### src/hbt_pkg.sv
package hbt_pkg;
    // apb register byte offsets
    localparam logic [7:0] HBT_CMD_OFF = 8'h00;
    localparam logic [7:0] HBT_OVR_OFF = 8'h04;
    localparam logic [7:0] HBT_OUTCFG_OFF = 8'h08;
    localparam logic [7:0] HBT_PROTCFG_OFF = 8'h0C;
    localparam logic [7:0] HBT_STAT_OFF = 8'h10;
    // command register fields
    localparam int HBT_UNLOCK_LSB = 0;
    localparam int HBT_UNLOCK_W = 2;
    localparam int HBT_CLR_BIT = 2;
    localparam logic [1:0] HBT_UNLOCK_KEY = 2'h2;
    // override register fields
    localparam int HBT_OVR_DIS_BIT = 0;
    localparam int HBT_OVR_IN_BIT = 1;
    // output config fields: slope[2:0], off-hold select[5:4], spread[6]
    localparam int HBT_SLOPE_LSB = 0;
    localparam int HBT_SLOPE_W = 3;
    localparam int HBT_OFF_HOLD_INTERVAL_LSB = 4;
    localparam int HBT_OFF_HOLD_INTERVAL_W = 2;
    localparam int HBT_SPREAD_BIT = 6;
    // protection config: trip level[2:0], dis sel[4], in sel[5], hs load[6]
    localparam int HBT_TRIP_LSB = 0;
    localparam int HBT_TRIP_W = 3;
    localparam int HBT_DIS_SEL_BIT = 4;
    localparam int HBT_IN_SEL_BIT = 5;
    localparam int HBT_HSLOAD_BIT = 6;
    // status fields
    localparam int HBT_ST_TRIP_BIT = 0;
    localparam int HBT_ST_HOLD_BIT = 1;
    localparam int HBT_ST_UNLK_BIT = 2;
    // reset values
    localparam logic [31:0] HBT_OUTCFG_RST = 32'h00000010;
    localparam logic [31:0] HBT_PROTCFG_RST = 32'h00000000;
    // timing
    localparam int HBT_CLK_MHZ = 25;
    localparam int HBT_OFF_HOLD_INTERVAL_MIN_US = 20;
    localparam int HBT_OFF_HOLD_INTERVAL_STEP_US = 10;
    localparam int HBT_OFF_HOLD_INTERVAL_HW_US = 30;
    localparam int HBT_BLANK_NS = 2000;
    localparam int HBT_BLANK_CYC = (HBT_BLANK_NS * HBT_CLK_MHZ + 999) / 1000;
    localparam int HBT_SLEW_BASE_CYC = 4;
    localparam int HBT_CNT_W = 11;
    // spread: +/-12 percent of a nominal divider, triangle stepped once per oscillator tick
    localparam int HBT_SPREAD_PCT = 12;
    localparam int HBT_SPREAD_KHZ = 1300;
    localparam int HBT_TRI_HALF_CYC = (HBT_CLK_MHZ * 1000) / (2 * HBT_SPREAD_KHZ);
    localparam int HBT_OSC_NOM = 100;
    localparam int HBT_OSC_DEV = HBT_OSC_NOM * HBT_SPREAD_PCT / 100;

    // bridge output state
    typedef enum logic [1:0] {HBT_OUT_HIZ, HBT_OUT_LOW, HBT_OUT_HIGH} hbt_out_e;

    // merged control inputs
    typedef struct packed {
        logic drive_disable;
        logic bridge_in;
    } hbt_ctl_s;
endpackage

### src/hbt_bridge_ctrl.sv
`timescale 1ns/1ps
// What this block does
// RL1: two inputs, disable and bridge, set output
// RL2: undriven inputs default to output high impedance
// RL3: non-overlap gap between high and low switch
// RL4: no sleep pin means sleep inactive
// RL5: overrides count only after unlock key written
// RL6: select zero merges pin and override by OR
// RL7: select one merges pin and override by AND
// RL8: sleep comes only from the sleep pin
// RL9: hardwired slope pin latched once at init
// RL10: serial slope bits apply at once, eight steps
// RL11: optional spread oscillator, triangle, twelve percent
// RL12: off-hold fixed 30us or selectable 20-50us
// RL13: trip forces low only while high side on
// RL14: input change ends the off-hold interval at once
// RL15: trip ignored while output slewing
// RL16: extra blanking after leaving low-side recirculation; code loads the same blanking count
// RL17: six trip levels hardwired, eight serial
// RL18: hardwired trip level pin is transparent
// RL19: serial trip level bits apply at once
// RL20: trip sets sticky flag, no fault pin
// RL21: high-side load setting masks trip regulation
// RL22: status cleared by clear command or sleep
// RL23: off-hold timed by counter, restarts, clears
module hbt_bridge_ctrl #(
    parameter bit SERIAL_VARIANT = 1'b1,
    parameter bit HAS_SLEEP_PIN = 1'b1
)(
    // apb slave
    input wire logic pclk,
    input wire logic presetn,
    input wire logic psel,
    input wire logic penable,
    input wire logic pwrite,
    input wire logic [7:0] paddr,
    input wire logic [31:0] pwdata,
    output logic [31:0] prdata,
    output logic pready,
    output logic pslverr,
    // control pins, already resolved with their pull defaults
    input wire logic sleep_request_pin,
    input wire logic drive_disable_pin,
    input wire logic bridge_in_pin,
    // hardwired settings pins
    input wire logic [2:0] output_slope_setting,
    input wire logic [2:0] trip_level_setting,
    input wire logic hs_load_pin,
    // analog feedback
    input wire logic trip_comparator,
    input wire logic high_gate_on,
    input wire logic low_gate_on,
    // bridge and analog controls
    output logic high_switch_en,
    output logic low_switch_en,
    output hbt_pkg::hbt_out_e bridge_state,
    output logic [2:0] slope_select,
    output logic [2:0] trip_level_select,
    output logic osc_tick,
    output logic trip_compare_flag
);
    import hbt_pkg::*;

    logic [31:0] output_config_register, protection_config_register;
    logic [1:0] override_reg;
    logic unlocked_reg, trip_flag_reg, hold_reg;
    logic [2:0] hw_slope_reg;
    logic init_done_reg;
    logic [HBT_CNT_W-1:0] hold_cnt_reg, blank_cnt_reg;
    hbt_ctl_s ctl, ctl_prev_reg;
    hbt_out_e cmd_state, state_reg;
    logic sleeping, wr_en, rd_en, clr_cmd;
    logic [HBT_CNT_W-1:0] hold_cycles;
    logic sensing_ok, trip_event, ctl_change;
    logic [7:0] tri_reg, osc_cnt_reg;
    logic tri_up_reg;
    logic [7:0] osc_div;

    // merge a pin with its override: or when select low, and when high
    function automatic logic merge(input logic pin, input logic ovr, input logic sel,
                                   input logic en);
        if (!en)
            merge = pin;
        else if (sel)
            merge = pin & ovr; // see RL7
        else
            merge = pin | ovr; // see RL6
    endfunction

    // apb decode, zero wait states
    assign wr_en = psel & penable & pwrite;
    assign rd_en = psel & ~penable & ~pwrite;
    assign pready = 1'b1;
    assign pslverr = 1'b0;
    assign clr_cmd = wr_en && paddr == HBT_CMD_OFF && pwdata[HBT_CLR_BIT];
    // no sleep pin means sleep is held inactive
    assign sleeping = HAS_SLEEP_PIN ? ~sleep_request_pin : 1'b0; // see RL4, RL8

    // command and override registers; sleep relocks the override path
    always_ff @(posedge pclk or negedge presetn)
    begin
        if (!presetn)
        begin
            unlocked_reg <= 1'b0;
            override_reg <= 2'h0;
        end
        else if (sleeping)
        begin
            unlocked_reg <= 1'b0;
            override_reg <= 2'h0;
        end
        else if (wr_en)
        begin
            if (paddr == HBT_CMD_OFF)
                unlocked_reg <= SERIAL_VARIANT &&
                    pwdata[HBT_UNLOCK_LSB +: HBT_UNLOCK_W] == HBT_UNLOCK_KEY; // see RL5
            if (paddr == HBT_OVR_OFF)
                override_reg <= {pwdata[HBT_OVR_IN_BIT], pwdata[HBT_OVR_DIS_BIT]};
        end
    end

    // configuration registers, take effect the cycle after the write
    always_ff @(posedge pclk or negedge presetn)
    begin
        if (!presetn)
        begin
            output_config_register <= HBT_OUTCFG_RST;
            protection_config_register <= HBT_PROTCFG_RST;
        end
        else if (wr_en && SERIAL_VARIANT)
        begin
            if (paddr == HBT_OUTCFG_OFF)
                output_config_register <= pwdata; // see RL10
            if (paddr == HBT_PROTCFG_OFF)
                protection_config_register <= pwdata; // see RL19
        end
    end

    // hardwired slope pin caught once after reset or wake
    always_ff @(posedge pclk or negedge presetn)
    begin
        if (!presetn)
        begin
            init_done_reg <= 1'b0;
            hw_slope_reg <= 3'h0;
        end
        else if (sleeping)
            init_done_reg <= 1'b0;
        else if (!init_done_reg)
        begin
            init_done_reg <= 1'b1;
            hw_slope_reg <= output_slope_setting; // see RL9
        end
    end

    // slope and trip selections; serial has 8 levels, pins use 6
    assign slope_select = SERIAL_VARIANT ?
        output_config_register[HBT_SLOPE_LSB +: HBT_SLOPE_W] : hw_slope_reg;
    assign trip_level_select = SERIAL_VARIANT ?
        protection_config_register[HBT_TRIP_LSB +: HBT_TRIP_W] :
        trip_level_setting; // see RL17, RL18

    // effective inputs
    assign ctl.drive_disable = merge(drive_disable_pin, override_reg[HBT_OVR_DIS_BIT],
        protection_config_register[HBT_DIS_SEL_BIT], unlocked_reg);
    assign ctl.bridge_in = merge(bridge_in_pin, override_reg[HBT_OVR_IN_BIT],
        protection_config_register[HBT_IN_SEL_BIT], unlocked_reg);

    // truth table: sleep or disable -> hiz, else follows bridge input
    always_comb
    begin
        if (sleeping || ctl.drive_disable)
            cmd_state = HBT_OUT_HIZ; // see RL1, RL2
        else if (ctl.bridge_in)
            cmd_state = HBT_OUT_HIGH;
        else
            cmd_state = HBT_OUT_LOW;
    end

    // off-hold length in cycles
    assign hold_cycles = SERIAL_VARIANT ?
        HBT_CNT_W'((HBT_OFF_HOLD_INTERVAL_MIN_US + HBT_OFF_HOLD_INTERVAL_STEP_US *
        int'(output_config_register[HBT_OFF_HOLD_INTERVAL_LSB +: HBT_OFF_HOLD_INTERVAL_W])) * HBT_CLK_MHZ) :
        HBT_CNT_W'(HBT_OFF_HOLD_INTERVAL_HW_US * HBT_CLK_MHZ); // see RL12

    assign ctl_change = ctl != ctl_prev_reg;
    // sensing valid: high side fully on, blanking over, not high-side load
    assign sensing_ok = state_reg == HBT_OUT_HIGH && high_gate_on &&
        blank_cnt_reg == '0; // see RL13, RL15
    assign trip_event = trip_comparator && sensing_ok && !hold_reg && !ctl_change &&
        !(SERIAL_VARIANT ? protection_config_register[HBT_HSLOAD_BIT] :
        hs_load_pin); // see RL21

    // blanking after each high-side turn-on; same count when leaving low-side recirculation
    always_ff @(posedge pclk or negedge presetn)
    begin
        if (!presetn)
            blank_cnt_reg <= '0;
        else if (state_reg == HBT_OUT_HIGH && !high_gate_on)
            blank_cnt_reg <= HBT_CNT_W'(HBT_BLANK_CYC); // see RL15, RL16
        else if (blank_cnt_reg != '0)
            blank_cnt_reg <= blank_cnt_reg - 1'b1;
    end

    // off-hold timer
    always_ff @(posedge pclk or negedge presetn)
    begin
        if (!presetn)
        begin
            hold_reg <= 1'b0;
            hold_cnt_reg <= '0;
            ctl_prev_reg <= '0;
        end
        else
        begin
            ctl_prev_reg <= ctl;
            if (ctl_change || sleeping)
            begin
                hold_reg <= 1'b0; // see RL14, RL23
                hold_cnt_reg <= '0;
            end
            else if (trip_event)
            begin
                hold_reg <= 1'b1; // see RL13, RL23
                hold_cnt_reg <= hold_cycles;
            end
            else if (hold_reg)
            begin
                hold_cnt_reg <= hold_cnt_reg - 1'b1;
                if (hold_cnt_reg == HBT_CNT_W'(1))
                    hold_reg <= 1'b0;
            end
        end
    end

    // sticky trip flag, set wins over clear, no fault pin
    always_ff @(posedge pclk or negedge presetn)
    begin
        if (!presetn)
            trip_flag_reg <= 1'b0;
        else if (trip_event && SERIAL_VARIANT)
            trip_flag_reg <= 1'b1; // see RL20
        else if (clr_cmd || sleeping)
            trip_flag_reg <= 1'b0; // see RL22
    end
    assign trip_compare_flag = trip_flag_reg;

    // bridge state; low drive forced during hold
    always_ff @(posedge pclk or negedge presetn)
    begin
        if (!presetn)
            state_reg <= HBT_OUT_HIZ;
        else if (hold_reg && !ctl_change && cmd_state == HBT_OUT_HIGH)
            state_reg <= HBT_OUT_LOW;
        else
            state_reg <= cmd_state;
    end
    assign bridge_state = state_reg;

    // gate enables: wait for the opposite gate to be off first
    always_ff @(posedge pclk or negedge presetn)
    begin
        if (!presetn)
        begin
            high_switch_en <= 1'b0;
            low_switch_en <= 1'b0;
        end
        else
        begin
            high_switch_en <= state_reg == HBT_OUT_HIGH && !low_gate_on &&
                !low_switch_en; // see RL3
            low_switch_en <= state_reg == HBT_OUT_LOW && !high_gate_on &&
                !high_switch_en; // see RL3
        end
    end

    // spread oscillator: divider swept by a triangle, off gives nominal rate
    assign osc_div = output_config_register[HBT_SPREAD_BIT] && SERIAL_VARIANT ?
        8'(HBT_OSC_NOM - HBT_OSC_DEV) + tri_reg : 8'(HBT_OSC_NOM);
    always_ff @(posedge pclk or negedge presetn)
    begin
        if (!presetn)
        begin
            tri_reg <= 8'h00;
            tri_up_reg <= 1'b1;
            osc_cnt_reg <= 8'h00;
            osc_tick <= 1'b0;
        end
        else
        begin
            // triangle across 2*dev, one step per oscillator tick
            if (tri_up_reg && tri_reg >= 8'(2 * HBT_OSC_DEV))
                tri_up_reg <= 1'b0;
            else if (!tri_up_reg && tri_reg == 8'h00)
                tri_up_reg <= 1'b1;
            else if (osc_cnt_reg == 8'h00)
                tri_reg <= tri_up_reg ? tri_reg + 8'h01 : tri_reg - 8'h01; // see RL11
            osc_tick <= osc_cnt_reg == 8'h00;
            osc_cnt_reg <= osc_cnt_reg == 8'h00 ? osc_div - 8'h01 : osc_cnt_reg - 8'h01;
        end
    end

    // read data registered in setup phase
    always_ff @(posedge pclk or negedge presetn)
    begin
        if (!presetn)
            prdata <= 32'h00000000;
        else if (rd_en)
        begin
            unique case (paddr)
                HBT_CMD_OFF: prdata <= 32'h00000000;
                HBT_OVR_OFF: prdata <= {30'h0, override_reg};
                HBT_OUTCFG_OFF: prdata <= output_config_register;
                HBT_PROTCFG_OFF: prdata <= protection_config_register;
                HBT_STAT_OFF: prdata <= {29'h0, unlocked_reg, hold_reg, trip_flag_reg};
                default: prdata <= 32'h00000000;
            endcase
        end
    end
endmodule

### config.mk
export PLATFORM = sky130hd
export DESIGN_NAME = hbt_bridge_ctrl
export DESIGN_NICKNAME = d
export VERILOG_FILES = /design/src/hbt_pkg.sv /design/src/hbt_bridge_ctrl.sv
export SDC_FILE = /design/constraint.sdc
export NUM_CORES = 1
export LEC_CHECK = 0
export ABC_AREA = 1
export BUFFER_PORTS_ARGS = -buffer_cell sky130_fd_sc_hd__clkbuf_2
export CAP_MARGIN = 20
export CELL_PAD_IN_SITES_DETAIL_PLACEMENT = 1
export CELL_PAD_IN_SITES_GLOBAL_PLACEMENT = 1
export CORE_ASPECT_RATIO = 0.75
export CORE_UTILIZATION = 46
export CTS_CLUSTER_DIAMETER = 40
export DETAILED_ROUTE_END_ITERATION = 10
export PLACE_DENSITY_LB_ADDON = 0.1
export REMOVE_ABC_BUFFERS = 1
export SYNTH_ARGS = -nofsm -noshare
export SYNTH_HDL_FRONTEND = slang
export SYNTH_SLANG_ARGS = --single-unit
### constraint.sdc
create_clock -name pclk -period 4.8 [get_ports pclk]
set_input_delay 0.96 -clock pclk [delete_from_list [all_inputs] [get_ports pclk]]
set_output_delay 0.96 -clock pclk [all_outputs]
set_load 0.02 [all_outputs]
==> results.ini, run 1 <==
[timing]
tns_ns = 0
clock-skew-final_ns = 0.00796
tightest_slew_ns = 0.853
max_freq_mhz = 430
fin_crit_ns = 2.33
period_share_pct = 48.5
rsz0062_at_grt = no
slew_headroom_pct = 43.1
setup_viol_count_final = 0
setup_ws_ns = 2.47
hold_viol_final = 0
drv_slew = 0

[clock_network]
cts_tree = done
clk_latency_ns = 0.44
cts_inserted_buffers = 17
cts_root_buf = clkbuf_16
cts_resized = 0
clockBufferDepth = 2
postCtsSetupBuffers = 0
cts_sinks = 147
ctsHoldBuffers = 0
path_clk_slew_ns = 0.07
cts-htree-levels = 4

[route]
totalWireLength_um = 20400
drt-initial-drc-count = 253
postRouteAntennaNets = 0
vias = 6229
routedWlPerCell_um = 16.9
via_per_inst = 5.17
drc = 0
drt-pass1-iter-count = 4

[critical_path]
cp_cell_sequence = inv_1 > ha_1 > or2_2 > ha_1 > inv_1 > fa_1 > nand2_1 > nand4_1 > nand2_1
reg2reg_setup_slack_ns = 2.47
worstPathMaxFanout = 7
cp.arrival_ns = 2.70
path_class = reg -> reg
crit_required_ns = 5.17
crit_slowest_cell = dfstp_2
start_kind = register
endpoint_kind = register
crit_path_max_incr_delay_ns = 0.59

[global_route]
grt_most_used_layer = met2
overflow = 0
global_route.usage.met2_pct = 43.4
grt_usage_pct = 26.1
grt_util_met3_pct = 4.63
grt_pass1_wl_um = 33600
grt_pass1_vias = 6580
grt_start_max_net_pins = 94
gr-usage-met1_pct = 34.8
grt_antenna_before_repair = 0

[finish]
areaGrowthSynthToFinish_pct = 16.6
diodes = 0
largestRegisters = output_config_register: 32 flops, prdata: 32 flops, protection_config_register: 32 flops
final_cell_mix = 285 x nand2_1, 145 x dfrtp_1, 102 x inv_1
layout-drive-gt1-share_pct = 17.1
fin_nets = 1070
final_common_cell = nand2_1
fillers = 1910
final_area_um2 = 8700
final_core_util_pct = 56.1

[min_path]
hold_class = reg -> reg

[yosys]
avgSynthCellArea_um2 = 8.28
ys_ff_latch = 147
synth_edf_count = 0
ys_seq_area_share_pct = 49.3
ys.flop_type = dfrtp_1
syn_inst = 901
ys_warn_count = 0
synth-async-reset-ratio_pct = 100
synth_area_um2 = 7460
synth_cell_types = 45

[pwr]
p_switching_w = 0.000900
p_per_area_nw_per_um2 = 358
internal_power_w = 0.00222
p_leak_nw = 4.69
p_sw_share_pct = 28.9
sequentialPowerShare_pct = 43.5
finalPower_w = 0.00312
clock_power_share_pct = 45.3
p_comb_share_pct = 11.2
max-vdd-ir-drop_uv = 195

[floorplan]
rows = 39
dieArea_um2 = 16700
die_w_um = 149
start_util_pct = 48.1
core_area_um2 = 15500
num_io_pins = 104
die_h_um = 112

[job]
drv_cap = 0

[run_status]
status = completed

[place]
place_ws_ns = 1.61
placed_cell_area_um2 = 8070
hpwl_um = 13600
place_congestion = 0.783
port_buffers = 94

==> logic make-up after synthesis <==
kind of cell / Yosys count / share of synthesized area (%)
and+or+nand+nor: 416 / 23.8
DFF: 147 / 49.3
buffers and inverters: 143 / 7.95
AOI/OAI and AO/OA: 140 / 11.2
xor gates and xnor gates: 29 / 3.40
adders and majority gates: 24 / 4.22
other: 2 / 0.101
==> routing by layer <==
| metal | vias up | part of all wire [%] | wire length [um] |
|---|---|---|---|
| met5 | - | 0 | 0 |
| met1 | 3078 | 47 | 9560 |
| met2 | 99 | 48 | 9870 |
| li1 | 3025 | - | - |
| met4 | 0 | 1.4 | 288 |
| met3 | 27 | 3.4 | 697 |
==> cells in the mapped netlist, types with 16 or more instances <==
cell | count | area, um2
a22o_1 | 26 | 228
clkbuf_1 | 18 | 67.6
dfrtp_1 | 145 | 3630
ha_1 | 22 | 275
inv_1 | 102 | 383
nand2_1 | 285 | 1070
nand3_1 | 23 | 115
nor2_1 | 54 | 203
o21ai_0 | 69 | 345
o21ai_1 | 18 | 90.1
xor2_1 | 16 | 140
==> area by class of cell <==
cell class	instances	area [um2]	share of cell area, %
clock inverter	15	188	2.16
sequential	147	3680	42.3
multi-input combinational	611	3190	36.7
timing repair buffer	101	542	6.22
tap	205	256	2.95
clock buffer	17	425	4.89
inverter	110	418	4.80
==> final timing paths <==
check                                           from                    endpoint  cells after the start
max                        output_config_register[4]             hold_cnt_reg[6]                      9
min                                    low_switch_en              high_switch_en                      1
max reg2reg                output_config_register[4]             hold_cnt_reg[6]                      9
min reg2reg                            low_switch_en              high_switch_en                      1
max in group asynchronous                    presetn                  prdata[24]                      2
min in group asynchronous                    presetn  output_config_register[17]                      1
==> critical path, delay by kind of cell, from the launching register on <==
family / cells / cell delay [ns]
flops: 1 / 0.59
buf+inv: 2 / 0.22
fa+ha+maj: 3 / 0.84
simple gates: 4 / 0.62
==> stage by stage <==
stage	std cells	hold slack, ns
after global placement	1173	0.418
final	1206	0.436
after global routing	1206	0.462
after detailed placement	1173	0.428
after CTS	1205	0.438
after floorplan	868	0.452
==> power groups by stage <==
stage	clock network, W	registers [W]	logic (W)
finish	0.00141	0.00136	0.000348
global route	0.00147	0.00137	0.000400
CTS	0.00143	0.00136	0.000352
detailed placement	0	0.00138	0.000344
global placement	0	0.00138	0.000328
floorplan	0	0.00137	0.000226
Note: power is estimated with default switching activity, not from simulation.
==> inputs of run 2 (changes only) <==
Settings changed: CORE_UTILIZATION 46 to 43.
Clock period 4.8 ns to 2.2 ns, I/O delays scaled along.
==> results.ini, run 2 (synthesis results as in run 1) <==
[critical_path]
cp_cell_sequence = inv_2 > ha_1 > or2_2 > ha_2 > inv_1 > fa_2 > nand2_1 > nand4_1 > nand2_1  ; was inv_1 > ha_1 > or2_2 > ha_1 > inv_1 > fa_1 > nand2_1 > nand4_1 > nand2_1
reg2reg_setup_slack_ns = 0.06  ; was 2.47 ns
worstPathMaxFanout = 7  ; unchanged
path_class = reg -> reg  ; unchanged
crit_path_max_incr_delay_ns = 0.54  ; was 0.59 ns
endpoint_kind = register  ; unchanged
crit_slowest_cell = dfstp_2  ; unchanged
path_common_cell = nand2_1
cp.arrival_ns = 2.51  ; was 2.70 ns
rr_startpoint = output_config_register[4]  ; unchanged
crit_required_ns = 2.56  ; was 5.17 ns
start_kind = register  ; unchanged
crit_start = output_config_register[4]  ; unchanged

[timing]
max_freq_mhz = 466  ; was 430 MHz
setup_viol_count_final = 0  ; unchanged
tightest_slew_ns = 0.496  ; was 0.853 ns
fin_crit_ns = 2.14  ; was 2.33 ns
drv_slew = 0  ; unchanged
hold_viol_final = 0  ; unchanged
period_share_pct = 97.5  ; was 48.5%
clock-skew-final_ns = 0.00697  ; was 0.00796 ns
setup_ws_ns = 0.0556  ; was 2.47 ns
whs_ns = 0.167  ; was 0.436 ns
slew_headroom_pct = 66.7  ; was 43.1%

[floorplan]
dieArea_um2 = 17900  ; was 16,700 um2
start_util_pct = 44.2  ; was 48.1%
die_w_um = 154  ; was 149 um
rows = 41  ; was 39
die_h_um = 116  ; was 112 um
core_area_um2 = 16900  ; was 15,500 um2
num_io_pins = 104  ; unchanged

[job]
drv_cap = 0  ; unchanged

[global_route]
grt_pass1_wl_um = 33000  ; was 33,600 um
grt_usage_pct = 24.0  ; was 26.1%
grt_pass1_vias = 6340  ; was 6,580
grt_antenna_before_repair = 0  ; unchanged
overflow = 0  ; unchanged
grt_start_max_net_pins = 55  ; was 94

[pwr]
max-vdd-ir-drop_uv = 400  ; was 195 uV
p_per_area_nw_per_um2 = 762  ; was 358 nW/um2
p_leak_nw = 4.75  ; was 4.69 nW

[clock_network]
cts_tree = done  ; unchanged
cts-htree-levels = 4  ; unchanged
clockBufferDepth = 2  ; unchanged
cts_root_buf = clkbuf_16  ; unchanged
path_clk_slew_ns = 0.07  ; about the same
cts_inserted_buffers = 17  ; unchanged
clk_latency_ns = 0.42  ; was 0.44 ns
cts_sinks = 147  ; unchanged

[finish]
areaGrowthSynthToFinish_pct = 18.3  ; was 16.6%
final_cell_mix = 285 x nand2_1, 144 x dfrtp_1, 101 x inv_1  ; was 285 x nand2_1, 145 x dfrtp_1, 102 x inv_1
final_common_cell = nand2_1  ; unchanged
fillers = 2078  ; was 1,910
largestRegisters = output_config_register: 32 flops, prdata: 32 flops, protection_config_register: 32 flops  ; unchanged
diodes = 0  ; unchanged
layout-drive-gt1-share_pct = 18.4  ; was 17.1%
fin_nets = 1081  ; was 1,070

[min_path]
hold_class = in -> reg  ; was reg -> reg
hold_path.startpoint = low_gate_on  ; was low_switch_en

[place]
place_ws_ns = 0.0614  ; was 1.61 ns
port_buffers = 94  ; unchanged
place_congestion = 0.805  ; was 0.783
hpwl_um = 14100  ; was 13,600 um

[route]
routedWlPerCell_um = 16.3  ; was 16.9 um
vias = 6121  ; was 6,229
drt-pass1-iter-count = 4  ; unchanged
drt-initial-drc-count = 328  ; was 253
totalWireLength_um = 19900  ; was 20,400 um
drc = 0  ; unchanged
via_per_inst = 4.99  ; was 5.17
postRouteAntennaNets = 0  ; unchanged

[run_status]
status = completed  ; unchanged

==> run 2: cell types whose count changed in the layout (fill, tap and decap cells not counted), moves of 2 or more <==
| cell | before | now |
|---|---|---|
| buf_12 | 1 | 3 |
| inv_6 | 2 | 4 |
| clkinvlp_4 | 3 | 1 |
| inv_8 | 7 | 3 |
| clkinv_4 | 1 | 3 |
| buf_4 | 6 | 14 |
==> run 2: layout make-up <==
| type | instances | area, um2 | area share (%) |
|---|---|---|---|
| Clock buffer | 18 | 439 | 4.97 |
| Tap cell | 215 | 269 | 3.05 |
| Multi-Input combinational cell | 611 | 3200 | 36.3 |
| Sequential cell | 147 | 3680 | 41.7 |
| Clock inverter | 14 | 168 | 1.90 |
| Inverter | 110 | 418 | 4.73 |
| Timing Repair Buffer | 112 | 652 | 7.38 |
==> run 2: what timing repair did <==
action,CTS,global route
resized for setup,1,4
pin swaps,0,2
buffers inserted,0,0
hold buffers,1,0
setup endpoints to repair,1,2
hold endpoints to repair,41,0
==> run 2: where the power goes <==
| part | switching, W | internal, W |
|---|---|---|
| Clock | 0.00128 | 0.00174 |
| Sequential | 0.000113 | 0.00284 |
| Combinational | 0.000474 | 0.000274 |
==> run 2: worst max-delay path: cells and delay by family (launching register included) <==
family,cells,cell delay (ns)
adder cells (fa/ha/maj),3,0.82
buffers and inverters,2,0.16
flip-flops,1,0.54
AND/OR/NAND/NOR,4,0.57
==> run 2: stage by stage <==
| step | std cells | TNS [ns] | utilization (%) | power (W) | area [um2] |
|---|---|---|---|---|---|
| detailed placement | 1194 | 0 | 48.6 | 0.00376 | 8200 |
| finish | 1227 | 0 | 52.3 | 0.00673 | 8830 |
| CTS | 1227 | 0 | 52.3 | 0.00679 | 8820 |
| global placement | 1194 | 0 | 48.6 | 0.00373 | 8200 |
| floorplan | 868 | -38.86 | - | 0.00347 | 7290 |
| global route | 1227 | -0.0205 | 52.3 | 0.00703 | 8830 |
==> run 2: per-layer routing <==
metal	vias up	global-route usage (%)	wire, um
met5	-	0	0
met4	0	5.13	136
met3	9	5.68	683
met2	83	38.1	9030
met1	2972	33.7	10100
li1	3057	-	-
==> run 2: worst paths after layout <==
| path | depth (start not counted) | to |
|---|---|---|
| max reg2reg | 9 | hold_cnt_reg[6] |
| min | 2 | high_switch_en |
| min reg2reg | 1 | high_switch_en |
| min in group asynchronous | 2 | hold_cnt_reg[9] |
| max | 9 | hold_cnt_reg[6] |
| max in group asynchronous | 3 | blank_cnt_reg[4] |
==> inputs of run 3 (changes only) <==
==> constraint.sdc (replaced) <==
create_clock -name pclk -period 2.2 [get_ports pclk]
set_input_delay 0.22 -clock pclk [delete_from_list [all_inputs] [get_ports pclk]]
set_output_delay 0.22 -clock pclk [all_outputs]
set_load 0.02 [all_outputs]
==> results.ini, run 3 (synthesis results as in run 1) <==
[run_status]
status = completed  ; unchanged

[critical_path]
cp.arrival_ns = 2.43  ; was 2.51 ns
worstReg2RegEnd = hold_cnt_reg[6]  ; unchanged
crit_start = output_config_register[4]  ; unchanged
path_common_cell = nand2_1  ; unchanged
reg2reg_setup_slack_ns = 0.13  ; was 0.06 ns
crit_path_max_incr_delay_ns = 0.53  ; was 0.54 ns
endpoint_kind = register  ; unchanged
r2r_cells = 9  ; unchanged
crit_slowest_cell = dfstp_2  ; unchanged
worstPathMaxFanout = 7  ; unchanged
path_class = reg -> reg  ; unchanged
crit_end = hold_cnt_reg[6]  ; unchanged
rr_startpoint = output_config_register[4]  ; unchanged
cp_cell_sequence = inv_2 > ha_1 > or2_2 > ha_2 > inv_1 > fa_1 > nand2_1 > nand4_1 > nand2_1  ; was inv_2 > ha_1 > or2_2 > ha_2 > inv_1 > fa_2 > nand2_1 > nand4_1 > nand2_1
crit_required_ns = 2.56  ; about the same
start_kind = register  ; unchanged

[floorplan]
core_area_um2 = 16900  ; unchanged
rows = 41  ; unchanged
num_io_pins = 104  ; unchanged
die_w_um = 154  ; unchanged
start_util_pct = 44.2  ; unchanged
dieArea_um2 = 17900  ; unchanged
die_h_um = 116  ; unchanged

[clock_network]
cts_inserted_buffers = 17  ; unchanged
cts_sinks = 147  ; unchanged
clockBufferDepth = 2  ; unchanged
cts-htree-levels = 4  ; unchanged
clk_latency_ns = 0.43  ; was 0.42 ns
path_clk_slew_ns = 0.07  ; about the same
cts_root_buf = clkbuf_16  ; unchanged
postCtsSetupBuffers = 0  ; unchanged
cts_tree = done  ; unchanged

[timing]
fin_crit_ns = 2.07  ; was 2.14 ns
max_freq_mhz = 483  ; was 466 MHz
tightest_slew_ns = 0.627  ; was 0.496 ns
drv_slew = 0  ; unchanged
slew_headroom_pct = 58.2  ; was 66.7%
period_share_pct = 94.1  ; was 97.5%
rsz0062_at_grt = no
setup_viol_count_final = 0  ; unchanged
clock-skew-final_ns = 0.0156  ; was 0.00697 ns
hold_viol_final = 0  ; unchanged
tns_ns = 0  ; unchanged

[global_route]
grt_pass1_vias = 6538  ; was 6,340
grt_antenna_before_repair = 0  ; unchanged
grt_pass1_wl_um = 34000  ; was 33,000 um
grt_start_max_net_pins = 63  ; was 55
overflow = 0  ; unchanged
grt_usage_pct = 24.6  ; was 24.0%

[route]
routedWlPerCell_um = 16.4  ; was 16.3 um
vias = 6291  ; was 6,121
drt-initial-drc-count = 357  ; was 328
via_per_inst = 5.12  ; was 4.99
postRouteAntennaNets = 0  ; unchanged
drt-pass1-iter-count = 5  ; was 4
drc = 0  ; unchanged
totalWireLength_um = 20100  ; was 19,900 um

[finish]
final_common_cell = nand2_1  ; unchanged
final_area_um2 = 8770  ; was 8830 um2
areaGrowthSynthToFinish_pct = 17.6  ; was 18.3%
largestRegisters = output_config_register: 32 flops, prdata: 32 flops, protection_config_register: 32 flops  ; unchanged
final_cell_mix = 285 x nand2_1, 144 x dfrtp_1, 101 x inv_1  ; unchanged
diodes = 0  ; unchanged
fin_nets = 1082  ; was 1,081
layout-drive-gt1-share_pct = 18.1  ; was 18.4%

[pwr]
p_sw_share_pct = 28.6  ; was 27.8%
sequentialPowerShare_pct = 45.4  ; was 43.9%
p_comb_share_pct = 11.6  ; was 11.1%
p_switching_w = 0.00187  ; about the same
max-vdd-ir-drop_uv = 563  ; was 400 uV
clock_power_share_pct = 43.0  ; was 44.9%
p_leak_nw = 4.72  ; was 4.75 nW
internal_power_w = 0.00466  ; was 0.00486 W
p_per_area_nw_per_um2 = 744  ; was 762 nW/um2

[place]
port_buffers = 94  ; unchanged
place_congestion = 0.811  ; was 0.805
placed_cell_area_um2 = 8160  ; was 8200 um2
hpwl_um = 14300  ; was 14,100 um

[min_path]
hold_class = in -> reg  ; unchanged

[job]
drv_cap = 0  ; unchanged

[run 3: cell types whose count changed in the layout (fill, tap and decap cells not counted), sizes merged]
cell	delta
dlygate4sd3	+3
inv	+2
bufinv	-2
clkinvlp	+1
buf	-2
clkinv	-2
clkbuf	+1
[run 3: worst min-delay path by stage]
stage                          start                       endpoint  slack (ns)  cells after the start
after floorplan              presetn               blank_cnt_reg[0]       -0.08                      0
after global placement       presetn                hold_cnt_reg[8]        0.26                      1
after detailed placement     presetn                hold_cnt_reg[3]        0.26                      1
after CTS                 pwdata[16]     output_config_register[16]        0.01                      3
after global routing      pwdata[14]     output_config_register[14]        0.03                      3
final                      pwdata[7]  protection_config_register[7]        0.03                      3
[run 3: area by class of cell]
cell class / instances / area [um2]
Fill cell: 2084 / 8100
Sequential cell: 147 / 3680
Multi-Input combinational cell: 611 / 3200
Timing Repair Buffer: 113 / 642
Clock buffer: 19 / 453
Inverter: 110 / 418
Tap cell: 215 / 269
Clock inverter: 13 / 110
[run 3: power by group through the flow]
stage	registers, W	clock network, W	logic (W)
global placement	0.00300	0	0.000728
floorplan	0.00298	0	0.000493
CTS	0.00296	0.00288	0.000773
global route	0.00299	0.00297	0.000877
finish	0.00296	0.00280	0.000758
detailed placement	0.00301	0	0.000755
[run 3: per-layer routing]
| layer | track usage [%] | wire (um) | vias to the layer above | share of wire [%] |
|---|---|---|---|---|
| li1 | - | - | 3056 | - |
| met1 | 34.7 | 10200 | 3133 | 50 |
| met2 | 38.8 | 9140 | 90 | 45 |
| met3 | 5.38 | 700 | 12 | 3.5 |
| met4 | 6.07 | 138 | 0 | 0.69 |
| met5 | 0 | 0 | - | 0 |
[run 3: through the flow]
stage,cells,hold slack (ns),setup slack [ns],total power [W],util [%]
floorplan,868,-0.0756,-0.996,0.00347,-
global placement,1192,0.256,0.0944,0.00373,48.4
detailed placement,1192,0.263,0.0544,0.00377,48.4
CTS,1228,0.0113,0.0223,0.00661,51.9
global route,1228,0.0273,0.0126,0.00683,52.0
finish,1228,0.0268,0.129,0.00653,52.0
[run 3: timing repair]
action	4_1_cts	5_1_grt
gates resized for setup	0	4
hold buffers	4	0
hold endpoints to repair	58	0
setup endpoints to repair	0	3
[run 3: worst max-delay path, delay by kind of cell, from the launching register on]
kind / cells / cell delay (ns)
flip-flops: 1 / 0.53
adder cells (fa/ha/maj): 3 / 0.79
AND/OR/NAND/NOR: 4 / 0.55
buffers and inverters: 2 / 0.14
